<file path="src/sic_pkg.sv">
package sic_pkg;
    // Register indices; byte address is four times the index
    localparam int IDX_W = 10;
    localparam logic [IDX_W-1:0] IDX_COND = 10'h0bc;
    localparam logic [IDX_W-1:0] IDX_PHASE = 10'h0bd;
    localparam logic [IDX_W-1:0] IDX_WAIT = 10'h0be;
    localparam logic [IDX_W-1:0] IDX_MODE = 10'h0bf;
    localparam logic [IDX_W-1:0] IDX_ROUTE = 10'h18a;
    localparam logic [IDX_W-1:0] IDX_IRQ_STAT = 10'h0c0;
    localparam logic [IDX_W-1:0] IDX_IRQ_MASK = 10'h0c1;
    localparam int ADDR_LSB = 2;

    // Condition control fields
    localparam int B_START_REQ = 0;
    localparam int B_RESTART_REQ = 1;
    localparam int B_STOP_REQ = 2;
    localparam int B_COND_SEL = 3;
    localparam int B_ACK_VAL = 4;
    localparam int B_ACK_OE = 5;
    localparam int B_SCL_STOP = 6;
    localparam int B_SCL_HOLD = 7;
    // Clock phase / delay fields
    localparam int B_CLK_PHASE = 1;
    localparam int B_CLK_OD = 3;
    localparam int B_DLY_LO = 5;
    localparam int B_DLY_HI = 7;
    localparam logic [7:0] PHASE_RW_MASK = 8'he_a;
    // Wait / sync fields
    localparam int B_MODE2 = 0;
    localparam int B_SYNC = 1;
    localparam int B_WAIT_OUT = 2;
    localparam int B_INIT = 4;
    localparam int B_FORCE_LOW = 5;
    localparam int B_SDA_DIS = 6;
    localparam logic [7:0] WAIT_RW_MASK = 8'h7_f;
    // Mode / busy fields
    localparam int B_I2C_MODE = 0;
    localparam int B_BUSY = 2;
    localparam logic [7:0] MODE_RW_MASK = 8'h7_b;
    // Pin route fields
    localparam int B_DSEL_LO = 0;
    localparam int B_DSEL_HI = 2;
    localparam int B_RSEL_LO = 4;
    localparam int B_RSEL_HI = 5;
    localparam logic [7:0] ROUTE_RW_MASK = 8'h7_7;
    localparam logic [2:0] DSEL_PIN0 = 3'h1;
    localparam logic [2:0] DSEL_PIN1 = 3'h2;
    localparam logic [2:0] DSEL_PIN2 = 3'h5;
    // Interrupt status bits
    localparam int IRQ_N = 3;
    localparam int I_START_DET = 0;
    localparam int I_STOP_DET = 1;
    localparam int I_COND_DONE = 2;

    localparam logic [7:0] RST_REG = 8'h0_0;
    localparam int NPINS = 3;
    localparam int DLY_W = 3;
    localparam int DLY_DEPTH = 8;

    typedef enum logic [1:0] {
        SIC_KIND_START,
        SIC_KIND_RESTART,
        SIC_KIND_STOP
    } sic_kind_t;
endpackage

</file>
<file path="src/sic_i2c_ctrl.sv">
// Notes on behaviour
// [RQ1] Start, restart, stop request bits make conditions; hardware clears them when done.
// [RQ2] Condition output select low suppresses start/stop on SCL and SDA.
// [RQ3] Ack output enable picks the ack value bit instead of data on SDA.
// [RQ4] SCL output stop enable releases the SCL output.
// [RQ5] SCL low hold enable keeps SCL low.
// [RQ6] Clock pin open-drain bit selects open-drain instead of push-pull drive.
// [RQ7] SDA delay code n delays SDA by n to n+1 count source cycles; the code gives n-1 to n cycles for n of 1 or more, and no delay for code 0.
// [RQ8] Software keeps the SDA delay at zero outside I2C mode.
// [RQ9] Clock sync enable lets another master holding SCL low stall the clock.
// [RQ10] SCL force low replaces the transfer clock on SCL with low.
// [RQ11] SDA output disable puts SDA in high impedance.
// [RQ12] I2C mode select switches the pins between I2C and plain serial use.
// [RQ13] Bus busy sets on a detected start and clears on a detected stop.
// [RQ14] Software writing 0 clears bus busy; writing 1 leaves it.
// [RQ15] Data pin select routes SDA to one of three pins or none.
// [RQ16] Receive pin select routes SCL to one of three pins or none.
// [RQ17] Software sets pin routing first and leaves it alone while running.
// [RQ18] Control fields are plain read/write bits except hardware-cleared ones.
//
// The APB interface to the registers is this design's own decision.
`timescale 1ns/1ps
module sic_i2c_ctrl #(
    parameter int ADDR_W = 12,
    parameter int NPIN = sic_pkg::NPINS
) (
    // APB slave
    input wire logic pclk,
    input wire logic presetn,
    input wire logic psel,
    input wire logic penable,
    input wire logic pwrite,
    input wire logic [ADDR_W-1:0] paddr,
    input wire logic [31:0] pwdata,
    output logic [31:0] prdata,
    output logic pready,
    output logic pslverr,
    // Interrupt
    output logic irq,
    // Serial data path
    input wire logic baud_tick,
    input wire logic tx_data_bit,
    input wire logic tx_clock,
    output logic scl_sync_stall,
    output logic rx_scl_level,
    output logic rx_sda_level,
    // Data / SDA port pins
    input wire logic [NPIN-1:0] data_pin_in,
    output logic [NPIN-1:0] data_pin_out,
    output logic [NPIN-1:0] data_pin_oe_n,
    // Receive / SCL port pins
    input wire logic [NPIN-1:0] recv_pin_in,
    output logic [NPIN-1:0] recv_pin_out,
    output logic [NPIN-1:0] recv_pin_oe_n,
    // Serial clock pin
    output logic clk_pin_out,
    output logic clk_pin_oe_n
);
    import sic_pkg::*;

    logic [7:0] cond_ctrl;
    logic [7:0] phase_ctrl;
    logic [7:0] wait_ctrl;
    logic [7:0] mode_ctrl;
    logic [7:0] route_sel;
    logic bus_busy_flag;
    logic [IRQ_N-1:0] irq_stat;
    logic [IRQ_N-1:0] irq_mask;

    // Bus decode
    logic [IDX_W-1:0] idx;
    logic mapped;
    logic wr_en;
    logic rd_setup;
    logic [7:0] wbyte;
    logic [7:0] rd_val;
    assign idx = paddr[ADDR_LSB +: IDX_W];
    assign mapped = (idx == IDX_COND) || (idx == IDX_PHASE) || (idx == IDX_WAIT)
        || (idx == IDX_MODE) || (idx == IDX_ROUTE) || (idx == IDX_IRQ_STAT)
        || (idx == IDX_IRQ_MASK);
    assign wr_en = psel && penable && pwrite && mapped;
    assign rd_setup = psel && !penable && !pwrite;
    assign wbyte = pwdata[7:0];
    assign pready = 1'b1;
    assign pslverr = psel && penable && !mapped;

    // Field views
    logic start_cond_request;
    logic restart_cond_request;
    logic stop_cond_request;
    logic cond_output_select;
    logic ack_value_bit;
    logic ack_output_enable;
    logic scl_output_stop_enable;
    logic scl_low_hold_enable;
    logic clock_pin_open_drain;
    logic [DLY_W-1:0] sda_delay_code;
    logic clock_sync_enable;
    logic scl_wait_output;
    logic scl_force_low;
    logic sda_output_disable;
    logic i2c_mode_select;
    logic [2:0] data_pin_select;
    logic [1:0] recv_pin_select;
    assign start_cond_request = cond_ctrl[B_START_REQ];
    assign restart_cond_request = cond_ctrl[B_RESTART_REQ];
    assign stop_cond_request = cond_ctrl[B_STOP_REQ];
    assign cond_output_select = cond_ctrl[B_COND_SEL];
    assign ack_value_bit = cond_ctrl[B_ACK_VAL];
    assign ack_output_enable = cond_ctrl[B_ACK_OE];
    assign scl_output_stop_enable = cond_ctrl[B_SCL_STOP];
    assign scl_low_hold_enable = cond_ctrl[B_SCL_HOLD];
    assign clock_pin_open_drain = phase_ctrl[B_CLK_OD];
    assign sda_delay_code = phase_ctrl[B_DLY_HI:B_DLY_LO];
    assign clock_sync_enable = wait_ctrl[B_SYNC];
    assign scl_wait_output = wait_ctrl[B_WAIT_OUT];
    assign scl_force_low = wait_ctrl[B_FORCE_LOW];
    assign sda_output_disable = wait_ctrl[B_SDA_DIS];
    assign i2c_mode_select = mode_ctrl[B_I2C_MODE];
    assign data_pin_select = route_sel[B_DSEL_HI:B_DSEL_LO];
    assign recv_pin_select = route_sel[B_RSEL_HI:B_RSEL_LO];

    // Condition generator
    typedef enum logic [1:0] {
        SIC_CG_IDLE,
        SIC_CG_A,
        SIC_CG_B,
        SIC_CG_C
    } sic_cg_t;
    sic_cg_t cg_state;
    sic_kind_t cg_kind;
    logic cg_done;
    logic cond_scl;
    logic cond_sda;
    logic cg_busy;
    assign cg_busy = (cg_state != SIC_CG_IDLE);
    assign cg_done = (cg_state == SIC_CG_C) && baud_tick;

    always_ff @(posedge pclk or negedge presetn) begin
        if (!presetn) begin
            cg_state <= SIC_CG_IDLE;
            cg_kind <= SIC_KIND_START;
        end else begin
            case (cg_state)
                SIC_CG_IDLE: begin
                    // Start beats restart beats stop when several are pending
                    if (i2c_mode_select && cond_output_select && baud_tick) begin //[RQ2]
                        if (start_cond_request) begin //[RQ1]
                            cg_kind <= SIC_KIND_START;
                            cg_state <= SIC_CG_A;
                        end else if (restart_cond_request) begin
                            cg_kind <= SIC_KIND_RESTART;
                            cg_state <= SIC_CG_A;
                        end else if (stop_cond_request) begin
                            cg_kind <= SIC_KIND_STOP;
                            cg_state <= SIC_CG_A;
                        end
                    end
                end
                SIC_CG_A: if (baud_tick) begin
                    cg_state <= SIC_CG_B;
                end
                SIC_CG_B: if (baud_tick) begin
                    cg_state <= SIC_CG_C;
                end
                SIC_CG_C: if (baud_tick) begin
                    cg_state <= SIC_CG_IDLE;
                end
                default: cg_state <= SIC_CG_IDLE;
            endcase
        end
    end

    always_comb begin
        cond_scl = 1'b1;
        cond_sda = 1'b1;
        if (cg_kind == SIC_KIND_STOP) begin
            cond_scl = (cg_state != SIC_CG_A);
            cond_sda = (cg_state == SIC_CG_C);
        end else begin
            cond_scl = (cg_state != SIC_CG_C);
            cond_sda = (cg_state == SIC_CG_A);
        end
    end

    // Register file
    logic [7:0] next_cond;
    always_comb begin
        next_cond = cond_ctrl;
        if (cg_done) begin
            next_cond[B_START_REQ + 32'(cg_kind)] = 1'b0; //[RQ1]
        end
        // A software write in the same cycle overrides the hardware clear
        if (wr_en && idx == IDX_COND) begin
            next_cond = wbyte; //[RQ18]
        end
    end

    always_ff @(posedge pclk or negedge presetn) begin
        if (!presetn) begin
            cond_ctrl <= RST_REG;
            phase_ctrl <= RST_REG;
            wait_ctrl <= RST_REG;
            mode_ctrl <= RST_REG;
            route_sel <= RST_REG;
            irq_mask <= '0;
        end else begin
            cond_ctrl <= next_cond;
            if (wr_en && idx == IDX_PHASE) begin
                phase_ctrl <= wbyte & PHASE_RW_MASK;
            end
            if (wr_en && idx == IDX_WAIT) begin
                wait_ctrl <= wbyte & WAIT_RW_MASK;
            end
            if (wr_en && idx == IDX_MODE) begin
                mode_ctrl <= wbyte & MODE_RW_MASK & ~(8'h0_1 << B_BUSY);
            end
            if (wr_en && idx == IDX_ROUTE) begin
                route_sel <= wbyte & ROUTE_RW_MASK;
            end
            if (wr_en && idx == IDX_IRQ_MASK) begin
                irq_mask <= wbyte[IRQ_N-1:0];
            end
        end
    end

    always_comb begin
        rd_val = 8'h0_0;
        case (idx)
            IDX_COND: rd_val = cond_ctrl;
            IDX_PHASE: rd_val = phase_ctrl;
            IDX_WAIT: rd_val = wait_ctrl;
            IDX_MODE: rd_val = mode_ctrl | ({7'h0_0, bus_busy_flag} << B_BUSY);
            IDX_ROUTE: rd_val = route_sel;
            IDX_IRQ_STAT: rd_val = {{(8-IRQ_N){1'b0}}, irq_stat};
            IDX_IRQ_MASK: rd_val = {{(8-IRQ_N){1'b0}}, irq_mask};
            default: rd_val = 8'h0_0;
        endcase
    end

    always_ff @(posedge pclk or negedge presetn) begin
        if (!presetn) begin
            prdata <= '0;
        end else if (rd_setup) begin
            prdata <= {24'h00_0000, rd_val};
        end
    end

    // Pin input routing
    logic scl_in;
    logic sda_in;
    logic scl_prev;
    logic sda_prev;
    logic start_det;
    logic stop_det;
    always_comb begin
        sda_in = 1'b1;
        case (data_pin_select)
            DSEL_PIN0: sda_in = data_pin_in[0]; //[RQ15]
            DSEL_PIN1: sda_in = data_pin_in[1];
            DSEL_PIN2: sda_in = data_pin_in[2];
            default: sda_in = 1'b1;
        endcase
        scl_in = (recv_pin_select == 2'h0) ? 1'b1 : recv_pin_in[recv_pin_select - 2'h1]; //[RQ16]
    end
    assign rx_scl_level = scl_in;
    assign rx_sda_level = sda_in;

    always_ff @(posedge pclk or negedge presetn) begin
        if (!presetn) begin
            scl_prev <= 1'b1;
            sda_prev <= 1'b1;
        end else begin
            scl_prev <= scl_in;
            sda_prev <= sda_in;
        end
    end
    // Edges are only taken with SCL high on both samples to reject data changes
    assign start_det = i2c_mode_select && scl_in && scl_prev && sda_prev && !sda_in;
    assign stop_det = i2c_mode_select && scl_in && scl_prev && !sda_prev && sda_in;

    always_ff @(posedge pclk or negedge presetn) begin
        if (!presetn) begin
            bus_busy_flag <= 1'b0;
        end else if (start_det) begin
            bus_busy_flag <= 1'b1; //[RQ13]
        end else if (stop_det) begin
            bus_busy_flag <= 1'b0;
        end else if (wr_en && idx == IDX_MODE && !wbyte[B_BUSY]) begin
            bus_busy_flag <= 1'b0; //[RQ14]
        end
    end

    // Interrupt status: set beats write-one-to-clear
    logic [IRQ_N-1:0] irq_ev;
    assign irq_ev = {cg_done, stop_det, start_det};
    always_ff @(posedge pclk or negedge presetn) begin
        if (!presetn) begin
            irq_stat <= '0;
        end else begin
            irq_stat <= irq_ev
                | (irq_stat & ~((wr_en && idx == IDX_IRQ_STAT) ? wbyte[IRQ_N-1:0] : '0));
        end
    end
    assign irq = |(irq_stat & irq_mask);

    // SDA source and digital delay on the count source
    logic sda_src;
    logic [DLY_DEPTH-1:0] dly_line;
    logic sda_del;
    assign sda_src = ack_output_enable ? ack_value_bit : tx_data_bit; //[RQ3]
    always_ff @(posedge pclk or negedge presetn) begin
        if (!presetn) begin
            dly_line <= '1;
        end else if (baud_tick) begin
            dly_line <= {dly_line[DLY_DEPTH-2:0], sda_src};
        end
    end
    // Phase of pclk against the tick gives the extra partial cycle
    assign sda_del = (sda_delay_code == '0) ? sda_src : dly_line[sda_delay_code - 3'h1]; //[RQ7]

    // Pin drive
    logic scl_val;
    logic scl_release;
    logic sda_val;
    logic sda_release;
    always_comb begin
        scl_val = tx_clock;
        scl_release = 1'b0;
        sda_val = sda_del;
        sda_release = 1'b0;
        if (i2c_mode_select) begin //[RQ12]
            if (cg_busy) begin
                scl_val = cond_scl; //[RQ2]
                sda_val = cond_sda;
            end else if (scl_force_low || scl_low_hold_enable || scl_wait_output) begin
                scl_val = 1'b0; //[RQ10] [RQ5]
            end else if (scl_output_stop_enable) begin
                scl_val = 1'b1; //[RQ4]
            end
            // Open drain: a high level is simply not driven
            scl_release = scl_val;
            sda_release = sda_val;
        end else begin
            scl_release = 1'b1;
        end
        if (sda_output_disable) begin
            sda_release = 1'b1; //[RQ11]
        end
    end
    assign scl_sync_stall = clock_sync_enable && i2c_mode_select && scl_release && !scl_in; //[RQ9]

    logic [NPIN-1:0] dsel_hit;
    logic [NPIN-1:0] rsel_hit;
    assign dsel_hit = {data_pin_select == DSEL_PIN2, data_pin_select == DSEL_PIN1,
        data_pin_select == DSEL_PIN0};
    genvar gi;
    generate
        for (gi = 0; gi < NPIN; gi++) begin : g_pin
            assign rsel_hit[gi] = (recv_pin_select == 2'(gi + 1));
            always_ff @(posedge pclk or negedge presetn) begin
                if (!presetn) begin
                    data_pin_out[gi] <= 1'b1;
                    data_pin_oe_n[gi] <= 1'b1;
                    recv_pin_out[gi] <= 1'b1;
                    recv_pin_oe_n[gi] <= 1'b1;
                end else begin
                    data_pin_out[gi] <= sda_val;
                    data_pin_oe_n[gi] <= !dsel_hit[gi] || sda_release; //[RQ15]
                    recv_pin_out[gi] <= scl_val;
                    recv_pin_oe_n[gi] <= !rsel_hit[gi] || scl_release; //[RQ16]
                end
            end
        end
    endgenerate

    always_ff @(posedge pclk or negedge presetn) begin
        if (!presetn) begin
            clk_pin_out <= 1'b1;
            clk_pin_oe_n <= 1'b0;
        end else begin
            clk_pin_out <= tx_clock;
            clk_pin_oe_n <= clock_pin_open_drain && tx_clock; //[RQ6]
        end
    end

    // Checks
    AST_REQ_CLEARED: assert property (@(posedge pclk) disable iff (!presetn) //[RQ1]
        (cg_done && !(wr_en && idx == IDX_COND)) |=> !cond_ctrl[B_START_REQ + 32'(cg_kind)])
        else $error("request bit not cleared after condition");
    AST_NO_COND_WHEN_OFF: assert property (@(posedge pclk) disable iff (!presetn) //[RQ2]
        (!cg_busy && !cond_output_select) |=> !cg_busy)
        else $error("condition started while output select low");
    AST_ACK_ON_SDA: assert property (@(posedge pclk) disable iff (!presetn) //[RQ3]
        ack_output_enable |-> sda_src == ack_value_bit)
        else $error("SDA source is not the ack value");
    AST_SCL_RELEASED: assert property (@(posedge pclk) disable iff (!presetn) //[RQ4]
        (i2c_mode_select && !cg_busy && scl_output_stop_enable && !scl_force_low
        && !scl_low_hold_enable && !scl_wait_output) |-> scl_release)
        else $error("SCL still driven with output stop enabled");
    AST_SCL_HELD_LOW: assert property (@(posedge pclk) disable iff (!presetn) //[RQ5]
        (i2c_mode_select && !cg_busy && (scl_low_hold_enable || scl_force_low))
        |-> !scl_val && !scl_release)
        else $error("SCL not held low");
    AST_CLK_OD: assert property (@(posedge pclk) disable iff (!presetn) //[RQ6]
        (clock_pin_open_drain && tx_clock) |=> clk_pin_oe_n)
        else $error("clock pin driven high in open-drain mode");
    AST_DELAY_ONE: assert property (@(posedge pclk) disable iff (!presetn) //[RQ7]
        (sda_delay_code == 3'h1 && baud_tick) ##1 (sda_delay_code == 3'h1)
        |-> sda_del == $past(sda_src))
        else $error("SDA delay of one tick wrong");
    AST_SYNC_STALL: assert property (@(posedge pclk) disable iff (!presetn) //[RQ9]
        (!clock_sync_enable) |-> !scl_sync_stall)
        else $error("clock stall while sync disabled");
    AST_SDA_HIZ: assert property (@(posedge pclk) disable iff (!presetn) //[RQ11]
        sda_output_disable |=> &data_pin_oe_n)
        else $error("SDA driven while disabled");
    AST_BUSY_SET: assert property (@(posedge pclk) disable iff (!presetn) //[RQ13]
        start_det |=> bus_busy_flag)
        else $error("bus busy not set on start");
    AST_BUSY_KEEP: assert property (@(posedge pclk) disable iff (!presetn) //[RQ14]
        (bus_busy_flag && !stop_det && wr_en && idx == IDX_MODE && wbyte[B_BUSY])
        |=> bus_busy_flag)
        else $error("writing one changed bus busy");
    AST_ROUTE_NONE: assert property (@(posedge pclk) disable iff (!presetn) //[RQ15]
        (data_pin_select == 3'h0) |=> &data_pin_oe_n)
        else $error("data pin driven with no route");
    COV_START: cover property (@(posedge pclk) disable iff (!presetn)
        cg_done && cg_kind == SIC_KIND_START);
    COV_STOP: cover property (@(posedge pclk) disable iff (!presetn)
        cg_done && cg_kind == SIC_KIND_STOP);
    COV_BUSY: cover property (@(posedge pclk) disable iff (!presetn)
        start_det ##[1:200] stop_det);
    COV_IRQ: cover property (@(posedge pclk) disable iff (!presetn) $rose(irq));
endmodule

</file>
<file path="config.mk">
export PLATFORM = sky130hd
export DESIGN_NAME = sic_i2c_ctrl
export DESIGN_NICKNAME = d
export VERILOG_FILES = /design/src/sic_pkg.sv /design/src/sic_i2c_ctrl.sv
export SDC_FILE = /design/constraint.sdc
export NUM_CORES = 1
export LEC_CHECK = 0
export ABC_CLOCK_PERIOD_IN_PS = 2900
export BUFFER_PORTS_ARGS = -buffer_cell sky130_fd_sc_hd__buf_2
export CORE_AREA = 2 2 117 119
export CTS_CLUSTER_SIZE = 14
export DETAILED_ROUTE_END_ITERATION = 10
export DIE_AREA = 0 0 119 121
export PLACE_DENSITY_LB_ADDON = 0.15
export SLEW_MARGIN = 15
export SYNTH_ARGS = -nofsm -noshare
export SYNTH_HDL_FRONTEND = slang
export SYNTH_SLANG_ARGS = --single-unit
</file>
<file path="constraint.sdc">
create_clock -name pclk -period 2.9 [get_ports pclk]
set_input_delay 0.29 -clock pclk [delete_from_list [all_inputs] [get_ports pclk]]
set_output_delay 0.29 -clock pclk [all_outputs]
set_load 0.01 [all_outputs]
</file>
==> results of run 1 <==
-- metal layers --
| layer | track usage | wire [um] | vias up |
|---|---|---|---|
| li1 | - | - | 1338 |
| met1 | 0.1800 | 4355 | 1384 |
| met2 | 0.2227 | 4443 | 77 |
| met3 | 0.03242 | 445 | 13 |
| met4 | 0.05729 | 171 | 0 |
| met5 | 0 | 0 | - |
-- critical path, delay by kind of cell, from the launching register on --
family | cells | cell delay, ns
AOI/OAI and AO/OA | 1 | 0.40
adders and majority gates | 1 | 0.32
buffers and inverters | 2 | 0.26
DFF | 1 | 0.47
muxes | 1 | 0.34
and+or+nand+nor | 1 | 0.20
-- layout by cell type, fill, tap and decap left out, types with 4 or more instances in the layout --
cell type  netlist  routed
a21oi_1          4       4
a22o_1           8       8
a22oi_1          5       5
a31oi_1          4       4
and2_1           4       4
and3_1           4       4
buf_2            5      58
buf_4           29       4
clkbuf_16        0       9
conb_1           2      25
dfrtp_1         52      52
dfstp_2         19      19
ha_1            10      10
inv_1           13      13
mux2_2          38      38
mux2i_1         13      13
nand2_1         26      26
nand2b_1         5       5
nand3_1          8       8
nor2_1          12      12
nor3_1           5       5
o21ai_0         13      13
o22ai_1          4       4
-- where the power goes --
group | total [mW] | switching, mW | internal (mW) | leakage, nW
combinational | 0.204 | 0.121 | 0.0822 | 1.01
sequential | 1.08 | 0.0233 | 1.05 | 0.911
clock | 1.24 | 0.403 | 0.839 | 0.161
total | 2.52 | 0.548 | 1.97 | 2.08
-- timing repair --
item                      in CTS  in global routing
gates resized for setup        0                  0
hold endpoints to repair      12                  0
hold buffers                   1                  0
-- sequential cells by signal, indices dropped and copies added, names as in the netlist, 2 cells and up --
register       flops
cond_ctrl          8
irq_stat           3
cg_state           2
wait_ctrl          7
prdata             8
data_pin_oe_n      3
route_sel          6
phase_ctrl         5
irq_mask           3
cg_kind            2
mode_ctrl          6
recv_pin_oe_n      3
dly_line           8
-- cell type report --
class                   count  area (um2)  share of cell area
repair buffers             63       330.3             0.07241
well taps                 176       220.2             0.04827
clock inverters             4       95.09             0.02084
clock buffers              12       236.5             0.05184
multi-input cells         247        1831              0.4013
flip-flops and latches     71        1800              0.3947
inverters                  13       48.80             0.01070
-- worst max-delay path by stage --
stage | startpoint | end | depth (start not counted)
after global routing | route_sel[4] | scl_sync_stall | 6
after global placement | phase_ctrl[5] | data_pin_oe_n[0] | 7
after detailed placement | phase_ctrl[5] | data_pin_oe_n[0] | 7
after floorplan | phase_ctrl[5] | data_pin_oe_n[0] | 7
final | route_sel[4] | scl_sync_stall | 6
after CTS | route_sel[4] | scl_sync_stall | 6
-- cell families after synthesis --
group           count (synthesis)  share of synthesized area
simple gates                   92                     0.1355
fa+ha+maj                      10                    0.03243
other cells                     2                   0.001946
flops                          71                     0.4666
compound gates                 65                     0.1226
buf+inv                        53                    0.08139
xor+xnor                        1                   0.002270
mux                            54                     0.1573
-- per-stage QoR --
stage          hold slack [ns]  instance area (um2)  total power [mW]    util  setup slack, ns
3_3_place_gp            0.2416                 4220             1.295  0.3225           0.4380
4_1_cts                0.07752                 4562             2.558  0.3486           0.2507
5_1_grt                0.07884                 4562             2.630  0.3486           0.1586
3_5_place_dp            0.2425                 4220             1.298  0.3225           0.3977
6_report               0.08603                 4562             2.521  0.3486           0.3094
2_1_floorplan        -0.005591                 3945             1.234       -           0.7045
==> results.toml, run 1 <==
[status]
status = "complete, no violations"

[timing]
fin_worst_skew_ns = 0.005328
fin_crit_sh = 0.8933
slew_headroom = 0.5140
final.setup.tns_ns = 0
rsz0062_at_grt = "false"
hold_violations = 0
setup_violations = 0
clock.fmax_mhz = 386.0
worst_slew_pin_slew_ns = 0.7224
finalMaxSlewViolations = 0
fin_crit_ns = 2.591

[setup_path]
crit_required_ns = 2.61
slowest_stage = "dfrtp_1"
cp-end-kind = "output port"
crit_fanout = 7
r2r-end = "data_pin_oe_n[0]"
critical_path.reg2reg.startpoint = "phase_ctrl[5]"
crit_path_cell_trace = "inv_1, ha_1, mux2_2, a221o_1, nor3_1, buf_2"
criticalPathCategory = "reg -> out"
reg2regPathDepth = 7
worstPathArrival_ns = 2.30
slowest_delay_ns = 0.47
cp-start-kind = "register"
reg2reg_setup_slack_ns = 0.33

[die]
die_y_um = 121
core_um2 = 13090
dieArea_um2 = 14400
io_pins = 110
rows = 42
die_x_um = 119
start_util = 0.2949

[detailed_routing]
vias = 2812
drt_pre_antenna_iters = 4
ant_nets = 0
wirelength_um = 9415
drc_errors = 0
drt-vias-per-instance = 4.799
wl_per_cell_um = 16.07
drt_iter0_drc = 140

[clock_tree]
cts_made_buffers = 9
post_cts_buffers = 0
cts_tree = "yes"
clock_latency_ns = 0.33
cts.sinks = 71
cts_root_buf = "clkbuf_16"
htreeDepth = 3
clk_pin_slew_ns = 0.05
ctsLongestPathBuffers = 2

[flow_run]
cap_viol_max_count = 0

[placement]
port_buffers = 58
place.gp.congestion = 0.7833
hpwl_um = 7081
place_inst = 569

[global_route]
gr-total-overflow = 0
grt.total_usage = 0.1387
grt_pass1_vias = 2819
grt_pass1_wl_um = 15120
grt_max_degree = 37
antenna_found_initial = 0

[logic_synthesis]
avgSynthCellArea_um2 = 11.09
syn_area_um2 = 3859
synth_commonest_cells = "dfrtp_1 (52), mux2_2 (38), buf_4 (29)"
seq_area_frac_synth = 0.4666
ys_types = 61
synth_edf_count = 0
synth_top_area_share = 0.3372
syn_inst = 348
yosysTopAreaCell = "dfrtp_1"
ys.flop_type = "dfrtp_1"
ys_warn_count = 0
async_reset_ff_frac = 1.000
ys_top_cells_by_area = "dfrtp_1 (34%), dfstp_2 (13%), mux2_2 (11%)"
synth.most_common_cell = "dfrtp_1"
ys_ff_latch = 71

[layout]
fillers = 1322
final_cells = 586
n_antenna_cell = 0
final_nets = 473
area_growth_pct = 18.22
drive_gt1_frac = 0.3488

[pwr]
p_leak_nw = 2.079
ir_worst_vdd_v = 0.0002345
p_per_area_nw_per_um2 = 552.6

[worst_hold_path]
hp-class = "in -> reg"
hold_start = "tx_clock"
holdPathStages = 1
whs_endpoint = "clk_pin_out"
Note: power is estimated with default switching activity, not from simulation.
==> inputs of run 2 (changes only) <==
==> constraint.sdc (replaced) <==
create_clock -name pclk -period 2.9 [get_ports pclk]
set_input_delay 0.145 -clock pclk [delete_from_list [all_inputs] [get_ports pclk]]
set_output_delay 0.145 -clock pclk [all_outputs]
set_load 0.01 [all_outputs]
==> run 2 against run 1 <==
Against the previous run:
- via count down 1.8%
- largest power group unchanged
- critical path depth rose by 1
- sequential share of layout area up 0.25 points
- largest cell class unchanged
- sequential power hardly changed
- setup slack improved by 0.079 ns
- flip-flop and latch count stayed put
- critical endpoint is now data_pin_oe_n[0]
- hold slack improved by 0.0094 ns
- wire length increased by 0.34%
- combinational power about the same
- global-route usage shrank 0.23 points
- fmax rose by 3.1%
- clock power is 11% lower
==> results.toml, run 2 (synthesized netlist as in run 1, its figures left out) <==
[status]
status = "complete, no violations"

[timing]
worst_slew_pin_slew_ns = 0.6548
fin_worst_skew_ns = 0.005454
fin_crit_ns = 2.512
fin_crit_sh = 0.8661
finalMaxSlewViolations = 0
rsz0062_at_grt = "false"
setup_violations = 0
slew_headroom = 0.5594
hold_violations = 0
clock.fmax_mhz = 398.1
final.setup.tns_ns = 0

[setup_path]
critical_path.reg2reg.startpoint = "phase_ctrl[5]"
worstPathArrival_ns = 2.74
startpoint = "phase_ctrl[5]"
cp-end-kind = "register"
slowest_stage = "dfrtp_1"
criticalPathCategory = "reg -> reg"
crit_required_ns = 3.13
worst-path-buf-inv = 1
r2r-end = "data_pin_oe_n[0]"
crit_path_cell_trace = "inv_1, ha_1, mux2_1, or3_1, a41o_1, a211oi_2, o2111ai_1"
crit_fanout = 8
cp-start-kind = "register"
reg2regPathDepth = 7
slowest_delay_ns = 0.45
reg2reg_setup_slack_ns = 0.39
critPathTopFamily = "compound AO/OA/AOI/OAI gates"

[layout]
top_regs = "cond_ctrl (8), dly_line (8), prdata (8)"
final_common_cell = "buf_2"
fillers = 1341
n_antenna_cell = 0
utilization = 0.3464
area.sequential_um2 = 1800
mostFrequentLayoutCells = "buf_2 (58), dfrtp_1 (52), mux2_2 (38)"
multi_input_area_um2 = 1831
area_growth_pct = 17.48
final_nets = 473
drive_gt1_frac = 0.3512

[flow_run]
cap_viol_max_count = 0

[pwr]
ir_worst_vdd_v = 0.0002684
p_leak_nw = 2.056
p_per_area_nw_per_um2 = 524.8
power_mw = 2.379

[detailed_routing]
wl_per_cell_um = 16.12
drt_pre_antenna_iters = 6
drt_iter0_drc = 130
wirelength_um = 9447
drc_errors = 0
drt-vias-per-instance = 4.713
vias = 2762
ant_nets = 0

[clock_tree]
cts_root_buf = "clkbuf_16"
cts.sinks = 71
post_cts_buffers = 0
clock_latency_ns = 0.33
cts_tree = "yes"
cts_made_buffers = 9
cts.repair.resized = 0
htreeDepth = 3
clk_pin_slew_ns = 0.06
ctsLongestPathBuffers = 2
hold_buffers = 2

[placement]
place.gp.congestion = 0.7822
port_buffers = 58
hpwl_um = 7158

[die]
die_y_um = 121
die_x_um = 119
start_util = 0.2949
core_um2 = 13090
io_pins = 110
dieArea_um2 = 14400
rows = 42

[global_route]
grt.total_usage = 0.1364
antenna_found_initial = 0
gr-total-overflow = 0
grt_max_degree = 37
grt_pass1_wl_um = 14980
grt_pass1_vias = 2763

[worst_hold_path]
hold_start = "pwdata[3]"
hp-class = "in -> reg"
holdPathStages = 3
whs_endpoint = "cond_ctrl[3]"
run 2: worst min-delay path, cell delays in order:
cell     delay (ns)
buf_2          0.13
nand2_1        0.05
o21ai_0        0.06
run 2: cell type report:
| type | instances | area share |
|---|---|---|
| flip-flops and latches | 71 | 0.3972 |
| multi-input cells | 247 | 0.4038 |
| well taps | 176 | 0.04858 |
| inverters | 13 | 0.01076 |
| clock buffers | 11 | 0.05355 |
| repair buffers | 63 | 0.07342 |
| clock inverters | 5 | 0.01270 |
run 2: through the flow:
| stage | std cells | instance area (um2) | worst slack, ns | hold slack (ns) |
|---|---|---|---|---|
| 3_5_place_dp | 568 | 4213 | 0.4072 | 0.09068 |
| 4_1_cts | 586 | 4533 | 0.3838 | 0.08541 |
| 2_1_floorplan | 371 | 3945 | 0.7045 | -0.1506 |
| 5_1_grt | 586 | 4533 | 0.2351 | 0.09606 |
| 6_report | 586 | 4533 | 0.3882 | 0.09543 |
| 3_3_place_gp | 568 | 4213 | 0.4480 | 0.09647 |
run 2: worst max-delay path by stage:
stage | endpoint | slack, ns | cells after the start
detailed placement | data_pin_oe_n[0] | 0.41 | 7
finish | data_pin_oe_n[0] | 0.39 | 7
floorplan | data_pin_oe_n[0] | 0.70 | 7
global placement | data_pin_oe_n[0] | 0.45 | 7
global route | data_pin_oe_n[0] | 0.24 | 7
CTS | data_pin_oe_n[0] | 0.38 | 7
run 2: metal layers:
metal	vias up	wire length (um)	global-route usage
met5	-	0	0
met1	1358	4434	0.1818
li1	1327	-	-
met3	12	444	0.03430
met2	65	4387	0.2141
met4	0	181	0.05134
run 2: report_power, final:
group          leakage [nW]  switching, mW  internal [mW]
logic                  1.01          0.121         0.0821
clock network         0.138          0.415          0.687
registers             0.911         0.0225           1.05
==> inputs of run 3 (changes only) <==
--- a/config.mk
+++ b/config.mk
@@ -5,12 +5,13 @@
 export SDC_FILE = /design/constraint.sdc
 export NUM_CORES = 1
 export LEC_CHECK = 0
+export ABC_AREA = 1
 export ABC_CLOCK_PERIOD_IN_PS = 2900
 export BUFFER_PORTS_ARGS = -buffer_cell sky130_fd_sc_hd__buf_2
-export CORE_AREA = 2 2 117 119
+export CORE_AREA = 5 5 123 125
 export CTS_CLUSTER_SIZE = 14
 export DETAILED_ROUTE_END_ITERATION = 10
-export DIE_AREA = 0 0 119 121
+export DIE_AREA = 0 0 128 130
 export PLACE_DENSITY_LB_ADDON = 0.15
 export SLEW_MARGIN = 15
 export SYNTH_ARGS = -nofsm -noshare
==> run 3 against run 2 <==
Against the previous run:
- count of clock-buffer cells in the layout unchanged
- hold slack got worse by 0.0072 ns
- clock skew increased by 0.0058 ns
- sequential share of layout area decreased by 1.5 points
- non-clock buffer count decreased by 1
- area after synthesis increased by 5.5%
- cell count increased by 30%
- setup slack improved by 0.44 ns
- sequential power about the same
- power increased by 0.89%
- flip-flop and latch count unchanged
- synthesized cell count increased by 50%
- critical path type is now reg -> out
==> results.toml, run 3 <==
[setup_path]
cp-start-kind = "register"
worstPathArrival_ns = 1.93
crit_fanout = 5
crit_path_cell_trace = "inv_1, ha_1, inv_1, nand3_1, a21oi_1, buf_4, nor3_1, buf_2"
crit_required_ns = 2.76
cp-end-kind = "output port"
slowest_stage = "dfrtp_1"
slowest_delay_ns = 0.40
timing.critical_path.mode_cell = "inv_1"
criticalPathCategory = "reg -> out"

[logic_synthesis]
synth_edf_count = 0
ys_top_cells_by_area = "dfrtp_1 (32%), nand2_1 (15%), dfstp_2 (12%)"
ys_types = 37
syn_inst = 521
ys_warn_count = 0
ys.flop_type = "dfrtp_1"
synth.most_common_cell = "nand2_1"
yosysTopAreaCell = "dfrtp_1"
syn_area_um2 = 4070
seq_area_frac_synth = 0.4424
synth_top_area_share = 0.3197
synth_commonest_cells = "nand2_1 (164), inv_1 (60), dfrtp_1 (52)"
ys_ff_latch = 71
avgSynthCellArea_um2 = 7.812
async_reset_ff_frac = 1.000

[global_route]
gr-total-overflow = 0
grt_pass1_vias = 3217
grt.total_usage = 0.1309
grt_max_degree = 40
antenna_found_initial = 0
grt_pass1_wl_um = 16700

[clock_tree]
htreeDepth = 3
hold_buffers = 2
cts.repair.resized = 0
post_cts_buffers = 0
cts_made_buffers = 9
ctsLongestPathBuffers = 2
clock_latency_ns = 0.34
cts.sinks = 71
cts_root_buf = "clkbuf_16"
clk_pin_slew_ns = 0.06
cts_tree = "yes"

[worst_hold_path]
hp-class = "in -> reg"

[timing]
finalMaxSlewViolations = 0
rsz0062_at_grt = "false"
fin_crit_ns = 2.071
clock.fmax_mhz = 482.9
final.setup.tns_ns = 0
setup_violations = 0
worst_slew_pin_slew_ns = 0.8539
whs_ns = 0.08821
fin_crit_sh = 0.7141
fin_worst_skew_ns = 0.01121
hold_violations = 0
slew_headroom = 0.4307

[placement]
dpl_cell_area_um2 = 4418
hpwl_um = 8117
port_buffers = 58
place.gp.congestion = 0.8166

[status]
status = "complete, no violations"

[flow_run]
cap_viol_max_count = 0

[detailed_routing]
drt-vias-per-instance = 4.490
dr_wl_met2_um = 5122
wirelength_um = 10590
wl_per_cell_um = 13.85
vias = 3430
drc_errors = 0
drt-met1-wl_um = 4784
ant_nets = 0
drt_pre_antenna_iters = 4
highest_layer = "met4"
wl_met3_um = 562
drt_iter0_drc = 192

[pwr]
p_per_area_nw_per_um2 = 509.1
intPower_mw = 1.735
swShare = 0.2771
ir_worst_vdd_v = 0.0003503
pwr-share-comb = 0.124
p_leak_nw = 2.312
p_clk_frac = 0.433
p_seq_frac = 0.443
switching_power_mw = 0.6650

[die]
io_pins = 110
die_x_um = 128
rows = 43
die_y_um = 130
core_um2 = 13770
start_util = 0.2955
dieArea_um2 = 16640

[layout]
final_area_um2 = 4715
final_nets = 647
drive_gt1_frac = 0.2106
top_regs = "cond_ctrl (8), dly_line (8), prdata (8)"
area_growth_pct = 15.83
final_common_cell = "nand2_1"
n_antenna_cell = 0
mostFrequentLayoutCells = "nand2_1 (164), inv_1 (60), buf_2 (58)"
-- run 3: cell types whose count changed after synthesis, sizes merged, moves of 5 or more --
| cell | delta |
|---|---|
| a22o | -8 |
| a22oi | -5 |
| inv | +50 |
| mux2 | -40 |
| mux2i | -13 |
| nand2 | +140 |
| nand2b | -5 |
| nand3 | +25 |
| nand4 | +13 |
| nor2 | +28 |
| nor4 | -5 |
| o21ai | +38 |
-- run 3: metal layers --
layer  GRT usage  vias up
li1            -     1720
met1      0.1684     1624
met2      0.2166       73
met3     0.03275       13
met4     0.04307        0
met5           0        -
-- run 3: path summary, 6_finish.rpt --
kind	from	endpoint	slack [ns]	cells past startpoint
max in group asynchronous	presetn	sda_prev	1.72	3
worst min-delay path	pwdata[7]	cond_ctrl[7]	0.09	3
min in group asynchronous	presetn	phase_ctrl[6]	0.43	2
worst max-delay path	cg_state[1]	scl_sync_stall	0.83	8
worst max register to register	phase_ctrl[5]	data_pin_out[2]	1.04	10
worst min register to register	dly_line[7]	dly_line[7]	0.47	2
-- run 3: logic make-up (layout without fill, tap and decap cells) --
family          after synthesis  count (layout)  share of synthesized area
compound gates               63              63                    0.08792
xor+xnor                      2               2                   0.004305
fa+ha+maj                    10              10                    0.03074
buf+inv                     101             141                     0.1273
flops                        71              71                     0.4424
other cells                   2              25                   0.001845
simple gates                272             272                     0.3056
-- run 3: power by group through the flow --
stage          Clock, mW  Sequential [mW]  Combinational (mW)
2_1_floorplan          0             1.08               0.223
3_3_place_gp           0             1.08               0.294
3_5_place_dp           0             1.08               0.299
4_1_cts             1.07             1.06               0.302
5_1_grt             1.11             1.07               0.348
6_report            1.04             1.06               0.297
-- run 3: worst max-delay path: cells and delay by family (launching register included) --
family | cells | cell delay, ns
adder cells (fa/ha/maj) | 1 | 0.29
AND/OR/NAND/NOR | 2 | 0.27
flip-flops | 1 | 0.40
AO/OA/AOI/OAI | 1 | 0.07
buffers and inverters | 4 | 0.56
-- run 3: metrics by stage --
stage	utilization	total power [mW]	cells	worst slack (ns)
global placement	0.3208	1.373	746	1.009
global route	0.3423	2.529	764	0.6188
CTS	0.3423	2.438	764	0.8063
detailed placement	0.3208	1.380	746	1.021
floorplan	-	1.298	544	1.293
finish	0.3423	2.400	764	0.8290
-- run 3: area by class of cell --
class | count | area [um2]
Timing Repair Buffer | 62 | 337.8
Fill cell | 1514 | 9059
Multi-Input combinational cell | 372 | 1838
Clock buffer | 11 | 242.7
Tap cell | 180 | 225.2
Sequential cell | 71 | 1800
Inverter | 63 | 236.5
Clock inverter | 5 | 33.78
